### config.mk
export PLATFORM = sky130hd
export DESIGN_NAME = mic_irq_ctrl
export DESIGN_NICKNAME = d
export VERILOG_FILES = /design/src/design/mic_pkg.sv /design/src/design/mic_pin_sync.sv /design/src/design/mic_pin_edge.sv /design/src/design/mic_irq_ctrl.sv
export VERILOG_INCLUDE_DIRS = /design/src /design/src/design
export SDC_FILE = /design/constraint.sdc
export NUM_CORES = 1
export LEC_CHECK = 0
export BUFFER_PORTS_ARGS = -buffer_cell sky130_fd_sc_hd__buf_2
export CORE_MARGIN = 2
export CORE_UTILIZATION = 45
export DETAILED_ROUTE_END_ITERATION = 16
export PLACE_DENSITY = 0.76
export SYNTH_ARGS = -nofsm -noshare
export SYNTH_HDL_FRONTEND = slang
export SYNTH_SLANG_ARGS = --single-unit
### constraint.sdc
create_clock -name core_clk -period 5.3 [get_ports core_clk]
set_input_delay 0.265 -clock core_clk [delete_from_list [all_inputs] [get_ports core_clk]]
set_output_delay 0.265 -clock core_clk [all_outputs]
set_load 0.05 [all_outputs]
### src/design/mic_defines.svh
// Register offsets, field positions, reset values and codes of the interrupt controller
`ifndef MIC_DEFINES_SVH
`define MIC_DEFINES_SVH

`define MIC_ADDR_W 8
`define MIC_PORT_W 6
`define MIC_PC_W 9
`define MIC_NUM_SRC 3

`define MIC_OFF_FLAG 8'h00
`define MIC_OFF_ENABLE 8'h04
`define MIC_OFF_PWR_CTRL 8'h08
`define MIC_OFF_PWR_CTRL_ONE 8'h0c
`define MIC_OFF_CHG_SEL 8'h10
`define MIC_OFF_EXT_EDGE 8'h14
`define MIC_OFF_STATUS 8'h18

`define MIC_BIT_TIMER 0
`define MIC_BIT_PORT 1
`define MIC_BIT_EXT 2
`define MIC_BIT_EXT_SEL 6
`define MIC_BIT_GIE 7
`define MIC_BIT_EDGE 0
`define MIC_BIT_STAT_GIE 3
`define MIC_BIT_STAT_PEND 4

`define MIC_RST_FLAGS 3'h0
`define MIC_RST_ENABLES 3'h0
`define MIC_RST_CHG_SEL 6'h00
`define MIC_RST_VECTOR 9'h000

`define MIC_VEC_SOFT 9'h001
`define MIC_VEC_HW 9'h008

`define MIC_RESP_OKAY 2'b00
`define MIC_RESP_SLVERR 2'b10

`endif

### src/design/mic_pkg.sv
// Types shared by the interrupt controller modules
package mic_pkg;

   typedef enum logic [1:0]
   {
      MIC_WR_IDLE = 2'b01,
      MIC_WR_RESP = 2'b10
   } mic_wr_state_t;

   typedef enum logic [1:0]
   {
      MIC_RD_IDLE = 2'b01,
      MIC_RD_RESP = 2'b10
   } mic_rd_state_t;

   typedef struct packed {
      logic [5:0] stage1;
      logic [5:0] stage2;
   } mic_sync_state_t;

   typedef struct packed {
      logic [5:0] prev;
      logic [2:0] armed;
   } mic_edge_state_t;

   typedef struct packed {
      mic_wr_state_t wr_state;
      mic_rd_state_t rd_state;
      logic aw_got;
      logic w_got;
      logic [7:0] awaddr;
      logic [7:0] wdata;
      logic wstrb0;
      logic [1:0] bresp;
      logic [31:0] rdata;
      logic [1:0] rresp;
      logic [2:0] flags;
      logic [2:0] enables;
      logic ext_irq_select;
      logic global_irq_enable;
      logic [5:0] port_change_select;
      logic ext_irq_edge;
      logic vector_valid;
      logic [8:0] vector_addr;
   } mic_core_state_t;

endpackage

### src/design/mic_pin_sync.sv
// Two-stage synchroniser for the port pins
`timescale 1ns/1ps
module mic_pin_sync
(
   // Clock and reset
   input wire logic core_clk,
   input wire logic resetn,
   // Pins and synchronised copy
   input wire logic [5:0] pin_async,
   output logic [5:0] pin_sync
);

   mic_pkg::mic_sync_state_t q;
   mic_pkg::mic_sync_state_t d;

   always_comb
   begin
      d = q;
      d.stage1 = pin_async;
      d.stage2 = q.stage1;
   end

   always_ff @(posedge core_clk)
   begin
      if (!resetn)
      begin
         q <= '0;
      end
      else
      begin
         q <= d;
      end
   end

   assign pin_sync = q.stage2;

endmodule

### src/design/mic_pin_edge.sv
// Per-pin change, rising and falling edge detector on synchronised samples
`timescale 1ns/1ps
module mic_pin_edge
(
   // Clock and reset
   input wire logic core_clk,
   input wire logic resetn,
   // Synchronised samples
   input wire logic [5:0] pin_sync,
   // One-cycle event pulses
   output logic [5:0] pin_change,
   output logic [5:0] pin_rise,
   output logic [5:0] pin_fall
);

   mic_pkg::mic_edge_state_t q;
   mic_pkg::mic_edge_state_t d;

   always_comb
   begin
      d = q;
      d.prev = pin_sync;
      d.armed = {q.armed[1:0], 1'b1};
   end

   always_ff @(posedge core_clk)
   begin
      if (!resetn)
      begin
         q <= '0;
      end
      else
      begin
         q <= d;
      end
   end

   // Synchroniser restarts from zero, so no events until prev holds a real pin sample
   genvar i;
   generate
      for (i = 0; i < 6; i++)
      begin : g_bit
         assign pin_change[i] = q.armed[2] & (pin_sync[i] ^ q.prev[i]);
         assign pin_rise[i] = q.armed[2] & pin_sync[i] & ~q.prev[i];
         assign pin_fall[i] = q.armed[2] & ~pin_sync[i] & q.prev[i];
      end
   endgenerate

endmodule

### src/design/mic_irq_ctrl.sv
// Interrupt controller: flags, enables, global enable, vector selection, AXI4-Lite registers
//
// Functional notes
// - Soft-trap instruction always raises a software interrupt, no enable needed.
// - After soft trap the next fetch is from vector 0x001 regardless of global enable.
// - Taking the soft trap clears the global enable.
// - Hardware interrupts are taken only while the global enable is one.
// - Enable instruction sets the global enable, disable instruction clears it.
// - Return-from-interrupt sets the global enable and resumes the old sequence.
// - Each hardware event sets its own flag bit.
// - A flag stays set until firmware writes zero to it.
// - A flag reads as set in the flag register only while its enable bit is one; the status register shows it regardless.
// - Flag, enable and global enable all set take an interrupt to 0x008.
// - Taking a hardware interrupt clears the global enable.
// - Enable instruction inside a service routine permits nested interrupts.
// - Timer overflow past 0xff sets the timer overflow flag.
// - Timer request serviced only with its enable and the global enable.
// - Level change on selected input pins 0 to 5 sets the port change flag.
// - Port change request serviced only with its enable and the global enable.
// - External select disables change detection on pin 0 only.
// - Selected edge on pin 0 sets the external interrupt flag.
// - External request serviced only with its enable and the global enable.
// - Timer overflow flag is bit 0 of the flag register.
// - Port change flag and enable are bit 1; global enable is bit 7.
// - External select is bit 6 of the power control register.
`timescale 1ns/1ps
`include "mic_defines.svh"
module mic_irq_ctrl
(
   // Clock and reset
   input wire logic core_clk,
   input wire logic resetn,
   // AXI4-Lite write address
   input wire logic [7:0] s_axi_awaddr,
   input wire logic [2:0] s_axi_awprot,
   input wire logic s_axi_awvalid,
   output logic s_axi_awready,
   // AXI4-Lite write data
   input wire logic [31:0] s_axi_wdata,
   input wire logic [3:0] s_axi_wstrb,
   input wire logic s_axi_wvalid,
   output logic s_axi_wready,
   // AXI4-Lite write response
   output logic [1:0] s_axi_bresp,
   output logic s_axi_bvalid,
   input wire logic s_axi_bready,
   // AXI4-Lite read address
   input wire logic [7:0] s_axi_araddr,
   input wire logic [2:0] s_axi_arprot,
   input wire logic s_axi_arvalid,
   output logic s_axi_arready,
   // AXI4-Lite read data
   output logic [31:0] s_axi_rdata,
   output logic [1:0] s_axi_rresp,
   output logic s_axi_rvalid,
   input wire logic s_axi_rready,
   // Instruction sequencer strobes
   input wire logic instr_boundary,
   input wire logic soft_trap_instr,
   input wire logic irq_enable_instr,
   input wire logic irq_disable_instr,
   input wire logic return_from_irq_instr,
   // Peripheral events and pins
   input wire logic timer_zero_overflow,
   input wire logic [5:0] port_dir_in,
   input wire logic [5:0] port_pin_n,
   // Vector and status towards the core
   output logic vector_valid,
   output logic [8:0] vector_addr,
   output logic global_irq_enable,
   output logic hw_irq_pending
);

   mic_pkg::mic_core_state_t q;
   mic_pkg::mic_core_state_t d;

   logic [5:0] pin_sync;
   logic [5:0] pin_change;
   logic [5:0] pin_rise;
   logic [5:0] pin_fall;
   logic [5:0] change_mask;
   logic [2:0] set_vec;
   logic [2:0] pending;
   logic port_change_evt;
   logic ext_edge_evt;
   logic take_soft;
   logic take_hw;
   logic aw_fire;
   logic w_fire;
   logic ar_fire;
   logic wr_fire;
   logic wr_ok;
   logic [7:0] wr_addr;
   logic [7:0] rd_addr;
   logic [31:0] rd_word;
   logic rd_hit;

   mic_pin_sync u_sync
   (
      .core_clk(core_clk),
      .resetn(resetn),
      .pin_async(port_pin_n),
      .pin_sync(pin_sync)
   );

   mic_pin_edge u_edge
   (
      .core_clk(core_clk),
      .resetn(resetn),
      .pin_sync(pin_sync),
      .pin_change(pin_change),
      .pin_rise(pin_rise),
      .pin_fall(pin_fall)
   );

   // Pin 0 leaves change detection while it serves as external input
   assign change_mask = port_dir_in & q.port_change_select
                        & ~{5'h00, q.ext_irq_select};
   assign port_change_evt = |(pin_change & change_mask);
   assign ext_edge_evt = q.ext_irq_select
                         & (q.ext_irq_edge ? pin_fall[0] : pin_rise[0]);

   // Event positions in the flag register
   always_comb
   begin
      set_vec = 3'h0;
      set_vec[`MIC_BIT_TIMER] = timer_zero_overflow;
      set_vec[`MIC_BIT_PORT] = port_change_evt;
      set_vec[`MIC_BIT_EXT] = ext_edge_evt;
   end

   // Requests that may interrupt, each gated by its own enable
   assign pending = q.flags & q.enables;
   assign take_soft = soft_trap_instr;
   // Soft trap has precedence; hardware waits for a boundary with global enable
   assign take_hw = instr_boundary & q.global_irq_enable & (|pending)
                    & ~soft_trap_instr;

   // Bus handshakes
   assign s_axi_awready = (q.wr_state == mic_pkg::MIC_WR_IDLE) & ~q.aw_got;
   assign s_axi_wready = (q.wr_state == mic_pkg::MIC_WR_IDLE) & ~q.w_got;
   assign s_axi_bvalid = (q.wr_state == mic_pkg::MIC_WR_RESP);
   assign s_axi_arready = (q.rd_state == mic_pkg::MIC_RD_IDLE);
   assign s_axi_rvalid = (q.rd_state == mic_pkg::MIC_RD_RESP);
   assign aw_fire = s_axi_awvalid & s_axi_awready;
   assign w_fire = s_axi_wvalid & s_axi_wready;
   assign ar_fire = s_axi_arvalid & s_axi_arready;
   assign wr_fire = (q.wr_state == mic_pkg::MIC_WR_IDLE) & q.aw_got & q.w_got;
   assign wr_addr = {q.awaddr[7:2], 2'b00};
   assign rd_addr = {s_axi_araddr[7:2], 2'b00};
   assign wr_ok = wr_fire & q.wstrb0;

   // Read mux
   always_comb
   begin
      rd_word = 32'h00000000;
      rd_hit = 1'b1;
      case (rd_addr)
         `MIC_OFF_FLAG:
         begin
            rd_word[2:0] = q.flags & q.enables;
         end
         `MIC_OFF_ENABLE:
         begin
            rd_word[2:0] = q.enables;
         end
         `MIC_OFF_PWR_CTRL:
         begin
            rd_word[`MIC_BIT_EXT_SEL] = q.ext_irq_select;
         end
         `MIC_OFF_PWR_CTRL_ONE:
         begin
            rd_word[`MIC_BIT_GIE] = q.global_irq_enable;
         end
         `MIC_OFF_CHG_SEL:
         begin
            rd_word[5:0] = q.port_change_select;
         end
         `MIC_OFF_EXT_EDGE:
         begin
            rd_word[`MIC_BIT_EDGE] = q.ext_irq_edge;
         end
         `MIC_OFF_STATUS:
         begin
            rd_word[2:0] = q.flags;
            rd_word[`MIC_BIT_STAT_GIE] = q.global_irq_enable;
            rd_word[`MIC_BIT_STAT_PEND] = |pending;
         end
         default:
         begin
            rd_hit = 1'b0;
         end
      endcase
   end

   // Next state
   always_comb
   begin
      d = q;
      d.vector_valid = 1'b0;

      if (aw_fire)
      begin
         d.aw_got = 1'b1;
         d.awaddr = s_axi_awaddr;
      end
      if (w_fire)
      begin
         d.w_got = 1'b1;
         d.wdata = s_axi_wdata[7:0];
         d.wstrb0 = s_axi_wstrb[0];
      end

      case (q.wr_state)
         mic_pkg::MIC_WR_IDLE:
         begin
            if (wr_fire)
            begin
               d.aw_got = 1'b0;
               d.w_got = 1'b0;
               d.wr_state = mic_pkg::MIC_WR_RESP;
               d.bresp = `MIC_RESP_OKAY;
               case (wr_addr)
                  `MIC_OFF_FLAG,
                  `MIC_OFF_ENABLE,
                  `MIC_OFF_PWR_CTRL,
                  `MIC_OFF_PWR_CTRL_ONE,
                  `MIC_OFF_CHG_SEL,
                  `MIC_OFF_EXT_EDGE,
                  `MIC_OFF_STATUS:
                  begin
                     d.bresp = `MIC_RESP_OKAY;
                  end
                  default:
                  begin
                     d.bresp = `MIC_RESP_SLVERR;
                  end
               endcase
            end
         end
         mic_pkg::MIC_WR_RESP:
         begin
            if (s_axi_bready)
            begin
               d.wr_state = mic_pkg::MIC_WR_IDLE;
            end
         end
         default:
         begin
            d.wr_state = mic_pkg::MIC_WR_IDLE;
         end
      endcase

      case (q.rd_state)
         mic_pkg::MIC_RD_IDLE:
         begin
            if (ar_fire)
            begin
               d.rd_state = mic_pkg::MIC_RD_RESP;
               d.rdata = rd_word;
               d.rresp = rd_hit ? `MIC_RESP_OKAY : `MIC_RESP_SLVERR;
            end
         end
         mic_pkg::MIC_RD_RESP:
         begin
            if (s_axi_rready)
            begin
               d.rd_state = mic_pkg::MIC_RD_IDLE;
            end
         end
         default:
         begin
            d.rd_state = mic_pkg::MIC_RD_IDLE;
         end
      endcase

      // Configuration writes from software
      if (wr_ok && (wr_addr == `MIC_OFF_ENABLE))
      begin
         d.enables = q.wdata[2:0];
      end
      if (wr_ok && (wr_addr == `MIC_OFF_PWR_CTRL))
      begin
         d.ext_irq_select = q.wdata[`MIC_BIT_EXT_SEL];
      end
      if (wr_ok && (wr_addr == `MIC_OFF_CHG_SEL))
      begin
         d.port_change_select = q.wdata[5:0];
      end
      if (wr_ok && (wr_addr == `MIC_OFF_EXT_EDGE))
      begin
         d.ext_irq_edge = q.wdata[`MIC_BIT_EDGE];
      end

      // Flags: writing zero clears, writing one keeps; a new event wins
      if (wr_ok && (wr_addr == `MIC_OFF_FLAG))
      begin
         d.flags = q.flags & q.wdata[2:0];
      end
      d.flags = d.flags | set_vec;

      // Global enable: later assignments take precedence
      if (wr_ok && (wr_addr == `MIC_OFF_PWR_CTRL_ONE))
      begin
         d.global_irq_enable = q.wdata[`MIC_BIT_GIE];
      end
      if (irq_enable_instr)
      begin
         d.global_irq_enable = 1'b1;
      end
      if (return_from_irq_instr)
      begin
         d.global_irq_enable = 1'b1;
      end
      if (irq_disable_instr)
      begin
         d.global_irq_enable = 1'b0;
      end

      // Vector selection
      if (take_soft)
      begin
         d.vector_valid = 1'b1;
         d.vector_addr = `MIC_VEC_SOFT;
         d.global_irq_enable = 1'b0;
      end
      else if (take_hw)
      begin
         d.vector_valid = 1'b1;
         d.vector_addr = `MIC_VEC_HW;
         d.global_irq_enable = 1'b0;
      end
   end

   always_ff @(posedge core_clk)
   begin
      if (!resetn)
      begin
         q.wr_state <= mic_pkg::MIC_WR_IDLE;
         q.rd_state <= mic_pkg::MIC_RD_IDLE;
         q.aw_got <= 1'b0;
         q.w_got <= 1'b0;
         q.awaddr <= 8'h00;
         q.wdata <= 8'h00;
         q.wstrb0 <= 1'b0;
         q.bresp <= `MIC_RESP_OKAY;
         q.rdata <= 32'h00000000;
         q.rresp <= `MIC_RESP_OKAY;
         q.flags <= `MIC_RST_FLAGS;
         q.enables <= `MIC_RST_ENABLES;
         q.ext_irq_select <= 1'b0;
         q.global_irq_enable <= 1'b0;
         q.port_change_select <= `MIC_RST_CHG_SEL;
         q.ext_irq_edge <= 1'b0;
         q.vector_valid <= 1'b0;
         q.vector_addr <= `MIC_RST_VECTOR;
      end
      else
      begin
         q <= d;
      end
   end

   // Outputs
   assign s_axi_bresp = q.bresp;
   assign s_axi_rdata = q.rdata;
   assign s_axi_rresp = q.rresp;
   assign vector_valid = q.vector_valid;
   assign vector_addr = q.vector_addr;
   assign global_irq_enable = q.global_irq_enable;
   assign hw_irq_pending = |pending;

endmodule

# Word level (Yosys, flattened, before mapping)
# Index checks and enable logic that the tools add are counted.
[word_totals]
ff_bits = 74
inputBits = 83
[op_classes]
n_eq_ne = 20
n_mux = 27
bitwise = 41
reduce_logical = 20
[ops]
columns = ["op", "n"]
rows = [
  ["$eq A6 B3 Y1 const B", 6],
  ["$eq A6 B2 Y1 const B", 4],
  ["$and A1 B1 Y1", 22],
  ["$mux W10", 2],
  ["$and A6 B6 Y6", 3],
  ["$logic_not A8 Y1", 2],
  ["$mux W2", 8],
  ["$reduce_or A7 Y1", 2],
  ["$eq A6 B1 Y1 const B", 2],
  ["$pmux W2 S2", 3],
  ["$mux W1", 11],
  ["$pmux W2 S4", 1],
  ["$reduce_and A2 Y1", 4],
  ["$and A3 B3 Y3", 2],
  ["$logic_and A1 B1 Y1", 6],
  ["$ne A2 B1 Y1 const B", 3],
  ["$not A1 Y1", 6],
  ["$not A1 Y6", 1],
  ["$reduce_or A6 Y1", 1],
  ["$xor A1 B1 Y1", 6],
  ["$pmux W1 S5", 1],
  ["$eq A2 B1 Y1 const B", 2],
  ["$eq A2 B2 Y1 const B", 2],
  ["$reduce_or A4 Y1", 1],
  ["other kinds (7)", 7],
]

# Depth between registers and ports, before layout
# Gate-level depths: netlist of run 1.
[logic_depth]
depth_word = 8
ltp_mapped = 5

# By module
# Synthesis of run 1 repeated with hierarchy kept, for this count alone.
[unflattened]
cells_unflattened = 363
area_unflattened_um2 = 3285.7
[modules_own_cells]
columns = ["module", "n_inst", "cells_each", "area_each_um2"]
rows = [
  ["mic_irq_ctrl", 1, 294, 2499.9],
  ["mic_pin_edge", 1, 44, 449.2],
  ["mic_pin_sync", 1, 25, 336.6],
]

# Least setup slack after synthesis of run 1
# Ideal clock, no wire load.
[synth_path]
path_kind = "register to register"
from = "register q[82] in the netlist's numbering"
to = "register q[61] in the netlist's numbering"
setup_ns = 0.076
arrival_ns = 2.339
required_time_ns = 5.224
slack_ns = 2.886
stages_incl_launch_ff = 6
path_buffers = 1
cell_sequence = "dfxtp_1 nor3b_1 and2_1 clkbuf_1 nand2_1 a21boi_0"
[synth_via]
elab_chain_cells = 3
[synth_rtl]
columns = ["element", "line_no", "text"]
rows = [
  ["from (decl)", "mic_irq_ctrl.sv:74", "mic_pkg::mic_core_state_t q;"],
  ["$eq A2 B1 Y1", "mic_irq_ctrl.sv:141", "assign s_axi_wready = (q.wr_state == mic_pkg::MIC_WR_IDLE) & ~q.w_got;"],
  ["$and A1 B1 Y1", "mic_irq_ctrl.sv:141", ""],
  ["named net s_axi_wready", "mic_irq_ctrl.sv:42", "output logic s_axi_wready,"],
  ["$and A1 B1 Y1", "mic_irq_ctrl.sv:146", "assign w_fire = s_axi_wvalid & s_axi_wready;"],
]
# The timed path passes the listed nets, and every way through them passes these cells.
# A chain may end at the register's enable or synchronous reset.

# Worst setup path in the final report of run 1
[layout_path]
from = "register q[83] in the netlist's numbering"
to = "register q[72] in the netlist's numbering"
[layout_via]
elab_chain_cells = 3
[layout_rtl]
columns = ["element", "line_no", "text"]
rows = [
  ["$eq A2 B1 Y1", "mic_irq_ctrl.sv:140", "assign s_axi_awready = (q.wr_state == mic_pkg::MIC_WR_IDLE) & ~q.aw_got;"],
  ["$and A1 B1 Y1", "mic_irq_ctrl.sv:140", ""],
  ["$and A1 B1 Y1", "mic_irq_ctrl.sv:145", "assign aw_fire = s_axi_awvalid & s_axi_awready;"],
]
# Every way passes these cells.

==> implementation parameters, run 1 <==
Parameter                              Value

Floorplanning
  Die span in x    87.82 um
  Die ar.    0.007712 sq mm
  Core area    0.006794 sq mm
  Die Height    87.82 um
  Std-Cell Rows    30
  Ports placed on the boundary    136
  Initial Utilization    0.4654

Finish
  Post-layout net count    471
  Number of inserted diodes    0
  Layout cells sized above 1    0.2265
  Area added between synthesis and finish    12.19%
  Final core utilization    0.5221
  Filler cells    638
  Non-filler instance count after layout    489

Drt
  DRC Markers    0
  Length of the first detailed-routing pass in iterations    4
  Total number of vias    2,343
  Antenna-violating nets left    0
  Total length of routed wires    6.036 mm
  Wire length per cell after detailed routing    12.34 um
  First DRT Iteration DRCs    128
  Vias/cell    4.791

CTS
  Number of hold buffers added after CTS    0
  Cell at the root of the clock tree    sky130_fd_sc_hd__clkbuf_8
  Max clock buf depth    2
  Number of levels in the clock H-tree    3
  Clock slew at reported path FFs    0.07 ns
  Sinks on Clock Net    70
  Resized Gates After CTS    0
  Number of buffers added by the clock tree synthesis step    9
  Clock latency reported for the late side of the worst-skew pair    0.34 ns
  Post-CTS setup repair buffer count    0
  CTS tree    done

Synthesis
  Post-synthesis instance area    0.003162 sq mm
  Portion of the post-synthesis area used by sequential elements    0.4432
  Number of synthesized flops with an enable pin    0
  Asr flop ratio synth    0
  Post-synthesis sequential element count    70
  Largest cells by area after synthesis    sky130_fd_sc_hd__dfxtp_1 44%, sky130_fd_sc_hd__buf_4 11%, sky130_fd_sc_hd__mux2i_1 5.7%
  Library cell occupying the most area in the post-synthesis netlist    sky130_fd_sc_hd__dfxtp_1
  Gate count after technology mapping    338
  Top cells by count, synth    70 x sky130_fd_sc_hd__dfxtp_1, 45 x sky130_fd_sc_hd__buf_4, 31 x sky130_fd_sc_hd__nand2_1
  Mean post-synth cell area    9.354 sq um
  Yosys warning total    0
  Yosys cell types    45
  Most used standard cell by instance count after synthesis    sky130_fd_sc_hd__dfxtp_1
  Proportion of netlist area held by the largest area contributor    0.4432
  Top FF cell, synth    sky130_fd_sc_hd__dfxtp_1

Power
  Leakage dissipation    0.001490 uW
  Total power divided by cell area    339.3 mW/mm^2
  Largest vdd supply drop    0.1612 mV

Setup path
  Slowest stage cell, crit path    sky130_fd_sc_hd__nor3b_1
  Critical path data arrival time    2.15 ns
  Crit Path Class    register to register
  Required time at the endpoint of the critical path    5.53 ns
  Startpoint kind of the worst setup timing path    register
  Setup crit end kind    register
  Startpoint of the worst-slack reg-to-reg timing path    q[83]$_SDFFE_PN0P_
  Max stage delay on crit path    0.98 ns
  Crit path launch    q[83]$_SDFFE_PN0P_
  Worst-case register-to-register setup slack    3.38 ns
  Cell chain of the critical path    nand2b_1 -> nor3b_1 -> mux2i_1 -> nor2b_1
  Gate family responsible for the most delay along the worst path    simple AND/OR/NAND/NOR gates
  Crit path buf inv count    0
  Largest driver fanout on the critical path    7

Timing
  Worst Tran Pin Value    1.206 ns
  Final sum of negative setup slack    0 ns
  Setup repair after global routing missed its margin    false
  Crit share post-route    0.3621
  Number of hold violations in the final report    0
  Worst hold-check slack    0.08042 ns
  Clock period minus final worst setup slack    1.919 ns
  Layout Skew    0.006316 ns
  Max-slew violations    0
  Worst slew margin relative to its limit    0.1943
  Highest clock rate    0.5210 GHz
  Final count of negative-setup-slack endpoints    0

GRT
  Aggregate global-route resource usage    0.1615
  Wire length of the first global-routing pass    9.473 mm
  Via count of the first global-routing pass    2,095
  Aggregate global routing overflow    0
  Pin count of the biggest net entering global routing    69
  Antenna violations before repair    0

Status
  Outcome    finished clean

Placed design
  Cell count after placement    473
  Placed wire-length estimate after detailed placement    4.370 mm
  Port Buf Inserts    65
  Weighted congestion reported at the end of routability-driven placement    0.8638

Job
  Max-cap violations    0

Min path
  Worst hold path class    primary input to register
  Worst hold start    irq_disable_instr
## sequential cells by signal (all words and copies together), names as in the netlist, 2 cells and up
register and count:
q 35, vector_addr 2, u_edge.q 7, s_axi_rdata 8
u_sync.d 6, u_edge.d 2, u_sync.pin_sync 6
## final timing paths
path | to | cells after the start
min reg2reg | u_sync.pin_sync[3]$_SDFF_PN0_ | 1
min | global_irq_enable$_SDFFE_PP0P_ | 2
max | q[72]$_SDFFE_PN0P_ | 4
max reg2reg | q[72]$_SDFFE_PN0P_ | 4
## cell type report
class,count,area (sq um),share of cell area
multi-input cells,240,1479,0.4169
flip-flops and latches,70,1401,0.3951
repair buffers,65,325.3,0.09171
clock buffers,10,127.6,0.03598
well taps,96,120.1,0.03386
clock inverters,6,86.33,0.02434
inverters,2,7.507,0.002116
## worst reg2reg max path, stage by stage (launching register included)
cell	delay, ns
sky130_fd_sc_hd__dfxtp_1	0.34
sky130_fd_sc_hd__nand2b_1	0.16
sky130_fd_sc_hd__nor3b_1	0.98
sky130_fd_sc_hd__mux2i_1	0.27
sky130_fd_sc_hd__nor2b_1	0.06
## power breakdown
group / internal (uW) / switching [uW] / total (uW)
Combinational: 47.6 / 128 / 175
Clock: 264 / 199 / 463
Sequential: 549 / 16.7 / 566
Total: 861 / 343 / 1200
## routing by layer
layer | track usage | vias to the layer above | routed length, um
li1 | - | 1166 | -
met1 | 0.2089 | 1081 | 2745
met2 | 0.2590 | 88 | 2829
met3 | 0.04713 | 8 | 397
met4 | 0.05455 | 0 | 63
met5 | 0 | - | 0
## cells by family (layout without fill, tap and decap cells)
group                  Yosys count  count (layout)  synth area share
buffers and inverters           60              83            0.1270
XOR/XNOR                         6               6           0.01662
AO/OA/AOI/OAI                   45              45            0.1025
multiplexers                    19              19           0.06054
AND/OR/NAND/NOR                137             137            0.2489
flip-flops                      70              70            0.4432
other                            1              33          0.001186
## metrics by stage
step	power, uW	area (sq um)	setup slack (ns)
after floorplan	739.7	3282	2.886
after detailed placement	753.2	3333	3.393
final	1204	3547	3.381
after global placement	748.8	3333	3.416
after CTS	1211	3547	3.374
after global routing	1255	3547	3.150
## layout by cell type, fill, tap and decap left out, drive strengths merged, types with 3 or more instances in the layout
| master | instances |
|---|---|
| clkinv | 3 |
| nand3 | 11 |
| nand2b | 7 |
| nor2 | 17 |
| nand3b | 4 |
| nor2b | 25 |
| o21ai | 8 |
| mux2i | 18 |
| xor2 | 6 |
| conb | 33 |
| a22oi | 3 |
| nor4 | 3 |
| nor3 | 4 |
| a21oi | 5 |
| o21a | 4 |
| nand2 | 31 |
| nand4b | 3 |
| clkbuf | 10 |
| and2 | 23 |
| a21boi | 13 |
| buf | 65 |
| dfxtp | 70 |
(Power assumes the default switching activity.)
==> run 2, diff against run 1 <==
--- a/config.mk
+++ b/config.mk
@@ -6,9 +6,10 @@
 export SDC_FILE = /design/constraint.sdc
 export NUM_CORES = 1
 export LEC_CHECK = 0
+export ABC_AREA = 1
 export BUFFER_PORTS_ARGS = -buffer_cell sky130_fd_sc_hd__buf_2
 export CORE_MARGIN = 2
-export CORE_UTILIZATION = 45
+export CORE_UTILIZATION = 43
 export DETAILED_ROUTE_END_ITERATION = 16
 export PLACE_DENSITY = 0.76
 export SYNTH_ARGS = -nofsm -noshare
==> constraint.sdc (replaced) <==
create_clock -name core_clk -period 1.67 [get_ports core_clk]
set_input_delay 0.0835 -clock core_clk [delete_from_list [all_inputs] [get_ports core_clk]]
set_output_delay 0.0835 -clock core_clk [all_outputs]
set_load 0.05 [all_outputs]
==> run 2 against run 1 <==
Net effect:
- area after synthesis grew 1.1%
- core utilization is 0.15 points higher
- synthesized cell count increased by 31%
- cell count up 27%
- worst setup slack got worse by 3.2 ns
- worst hold slack got worse by 0.064 ns
- clock-buffer cell count is the same
- die area is 5.5% higher
- sequential share of layout area down 2.4 points
- power grew to 3.2 times the previous value
- first-iteration DRC count is 7.8% higher
- critical path type is now register to output port
==> implementation parameters, run 2 <==
Parameter                              Value

Status
  Outcome    finished clean

GRT
  Aggregate global routing overflow    0
  Aggregate global-route resource usage    0.1642
  Via count of the first global-routing pass    2,586
  Wire length of the first global-routing pass    10.90 mm
  Pin count of the biggest net entering global routing    31
  Antenna violations before repair    0

Synthesis
  Most used standard cell by instance count after synthesis    sky130_fd_sc_hd__nand2_1
  Top FF cell, synth    sky130_fd_sc_hd__dfxtp_1
  Fraction of synthesized area in multiplexers    0
  Number of synthesized flops with an enable pin    0
  Complex-gate fraction of the synthesized area    0.1104
  Combinational family with the most area after synthesis    simple AND/OR/NAND/NOR gates
  Yosys warning total    0
  Library cell occupying the most area in the post-synthesis netlist    sky130_fd_sc_hd__dfxtp_1
  Post-synthesis instance area    0.003196 sq mm
  Portion of the post-synthesis area used by sequential elements    0.4385
  Top cells by count, synth    76 x sky130_fd_sc_hd__nand2_1, 70 x sky130_fd_sc_hd__dfxtp_1, 67 x sky130_fd_sc_hd__nor2_1
  Yosys cell types    26
  Mean post-synth cell area    7.197 sq um
  Gate count after technology mapping    444
  Proportion of netlist area held by the largest area contributor    0.4385
  Area fraction in and, or, nand and nor cells after synthesis    0.2565
  Adder and majority gate portion of the synthesized area    0
  Xor and xnor area share after synthesis    0
  Asr flop ratio synth    0
  Post-synthesis sequential element count    70
  Largest cells by area after synthesis    sky130_fd_sc_hd__dfxtp_1 44%, sky130_fd_sc_hd__buf_4 11%, sky130_fd_sc_hd__nand2_1 8.9%

Power
  Largest vdd supply drop    0.5305 mV
  Reported net switching power    1169 uW
  Power share of the sequential group    0.475
  Sw Ratio    0.3059
  Clk network pwr share    0.352
  Total power divided by cell area    1012 mW/mm^2
  Internal    2653 uW
  Fraction of power consumed by combinational cells    0.173
  Leakage dissipation    0.001953 uW

CTS
  Clock slew at reported path FFs    0.08 ns
  CTS tree    done
  Max clock buf depth    2
  Resized Gates After CTS    0
  Clock latency reported for the late side of the worst-skew pair    0.34 ns
  Number of buffers added by the clock tree synthesis step    9
  Cell at the root of the clock tree    sky130_fd_sc_hd__clkbuf_8
  Number of hold buffers added after CTS    17
  Number of levels in the clock H-tree    3
  Sinks on Clock Net    70
  Post-CTS setup repair buffer count    0

Drt
  First DRT Iteration DRCs    138
  Wire length per cell after detailed routing    10.30 um
  Vias/cell    4.478
  Total number of vias    2,781
  Length of the first detailed-routing pass in iterations    4
  Total length of routed wires    6.398 mm
  DRC Markers    0
  Antenna-violating nets left    0

Setup path
  Crit Path Class    register to output port
  Startpoint kind of the worst setup timing path    register
  Largest driver fanout on the critical path    5
  Max stage delay on crit path    0.30 ns
  Crit path buf inv count    2
  Gate family responsible for the most delay along the worst path    buffers and inverters
  Slowest stage cell, crit path    sky130_fd_sc_hd__dfxtp_1
  Setup crit end kind    output port
  Cell chain of the critical path    inv_1 -> nand2_1 -> nor2_2 -> buf_2
  Critical path data arrival time    1.41 ns
  Required time at the endpoint of the critical path    1.59 ns

Timing
  Final critical-path setup slack    0.1795 ns
  Crit share post-route    0.8925
  Final count of negative-setup-slack endpoints    0
  Highest clock rate    0.6709 GHz
  Number of hold violations in the final report    0
  Layout Skew    0.009063 ns
  Setup repair after global routing missed its margin    false
  Max-slew violations    0
  Final sum of negative setup slack    0 ns
  Clock period minus final worst setup slack    1.491 ns

Floorplanning
  Die span in x    90.21 um
  Die Height    90.21 um
  Die ar.    0.008137 sq mm
  Initial Utilization    0.4429
  Core area    0.007214 sq mm
  Std-Cell Rows    31
  Ports placed on the boundary    136

Placed design
  Port Buf Inserts    65
  Placed wire-length estimate after detailed placement    4.770 mm
  Setup slack after placement    0.3273 ns
  Weighted congestion reported at the end of routability-driven placement    0.8379

Finish
  Leading cell type in the layout, fill and taps excluded    sky130_fd_sc_hd__nand2_1
  Max reg flops    35
  Number of inserted diodes    0
  Highest-count cells in the layout ignoring fill and taps    76 x sky130_fd_sc_hd__nand2_1, 70 x sky130_fd_sc_hd__dfxtp_1, 67 x sky130_fd_sc_hd__nor2_1
  Area added between synthesis and finish    18.21%
  Register with the most flip-flops    q
  Filler cells    729
  Layout cells sized above 1    0.1897
  Post-layout net count    601

Min path
  Worst hold path class    primary input to register

Job
  Max-cap violations    0
[run 2: tightest hold or removal path: stages]
cell and delay [ns]:
sky130_fd_sc_hd__buf_2 0.07, sky130_fd_sc_hd__o21ai_0 0.07, sky130_fd_sc_hd__nor2_1 0.09
[run 2: kinds of logic (layout without fill, tap and decap cells)]
logic type,count (synthesis),count (layout)
simple gates,188,188
compound gates,67,67
other cells,1,33
flops,70,70
buf+inv,118,164
[run 2: path summary, 6_finish.rpt]
kind / from / endpoint / slack, ns / cells after the start
setup / recovery: q[83]$_SDFFE_PN0P_ / s_axi_awready / 0.18 / 4
hold / removal: s_axi_wdata[2] / q[64]$_SDFFE_PN0P_ / 0.02 / 3
setup reg to reg: q[83]$_SDFFE_PN0P_ / q[63]$_SDFFE_PN0P_ / 0.31 / 6
hold reg to reg: u_sync.d[2]$_SDFF_PN0_ / u_sync.pin_sync[2]$_SDFF_PN0_ / 0.41 / 2
[run 2: per-layer routing]
layer / up-vias / global-route usage / part of all wire
met4: 0 / 0.07821 / 0.015
met2: 84 / 0.2776 / 0.48
met3: 8 / 0.04191 / 0.055
met1: 1235 / 0.1947 / 0.45
met5: - / 0 / 0
li1: 1454 / - / -
[run 2: per-stage QoR]
stage / cells / hold slack (ns) / total power [uW] / utilization / cell area [sq um]
after detailed placement: 589 / 0.2691 / 2483 / 0.4726 / 3410
after global routing: 621 / 0.03681 / 4015 / 0.5236 / 3777
after global placement: 589 / 0.2675 / 2468 / 0.4726 / 3410
after floorplan: 476 / 0.1112 / 2422 / - / 3316
after CTS: 621 / 0.004391 / 3849 / 0.5236 / 3777
final: 621 / 0.01615 / 3823 / 0.5236 / 3777
[run 2: area by class of cell]
| cell class | count | area, sq um | share of cell area |
|---|---|---|---|
| clock buffer | 10 | 137.6 | 0.03644 |
| clock inverter | 5 | 60.06 | 0.01590 |
| inverter | 64 | 240.2 | 0.06360 |
| multi-input combinational | 288 | 1296 | 0.3432 |
| sequential | 70 | 1401 | 0.3710 |
| tap | 99 | 123.9 | 0.03279 |
| timing repair buffer | 85 | 518.0 | 0.1371 |
[run 2: power groups by stage]
stage	Sequential [uW]	Clock, uW	Combinational (uW)
floorplan	1850	0	575
global placement	1850	0	618
detailed placement	1850	0	629
CTS	1820	1370	661
global route	1830	1460	723
finish	1820	1350	660
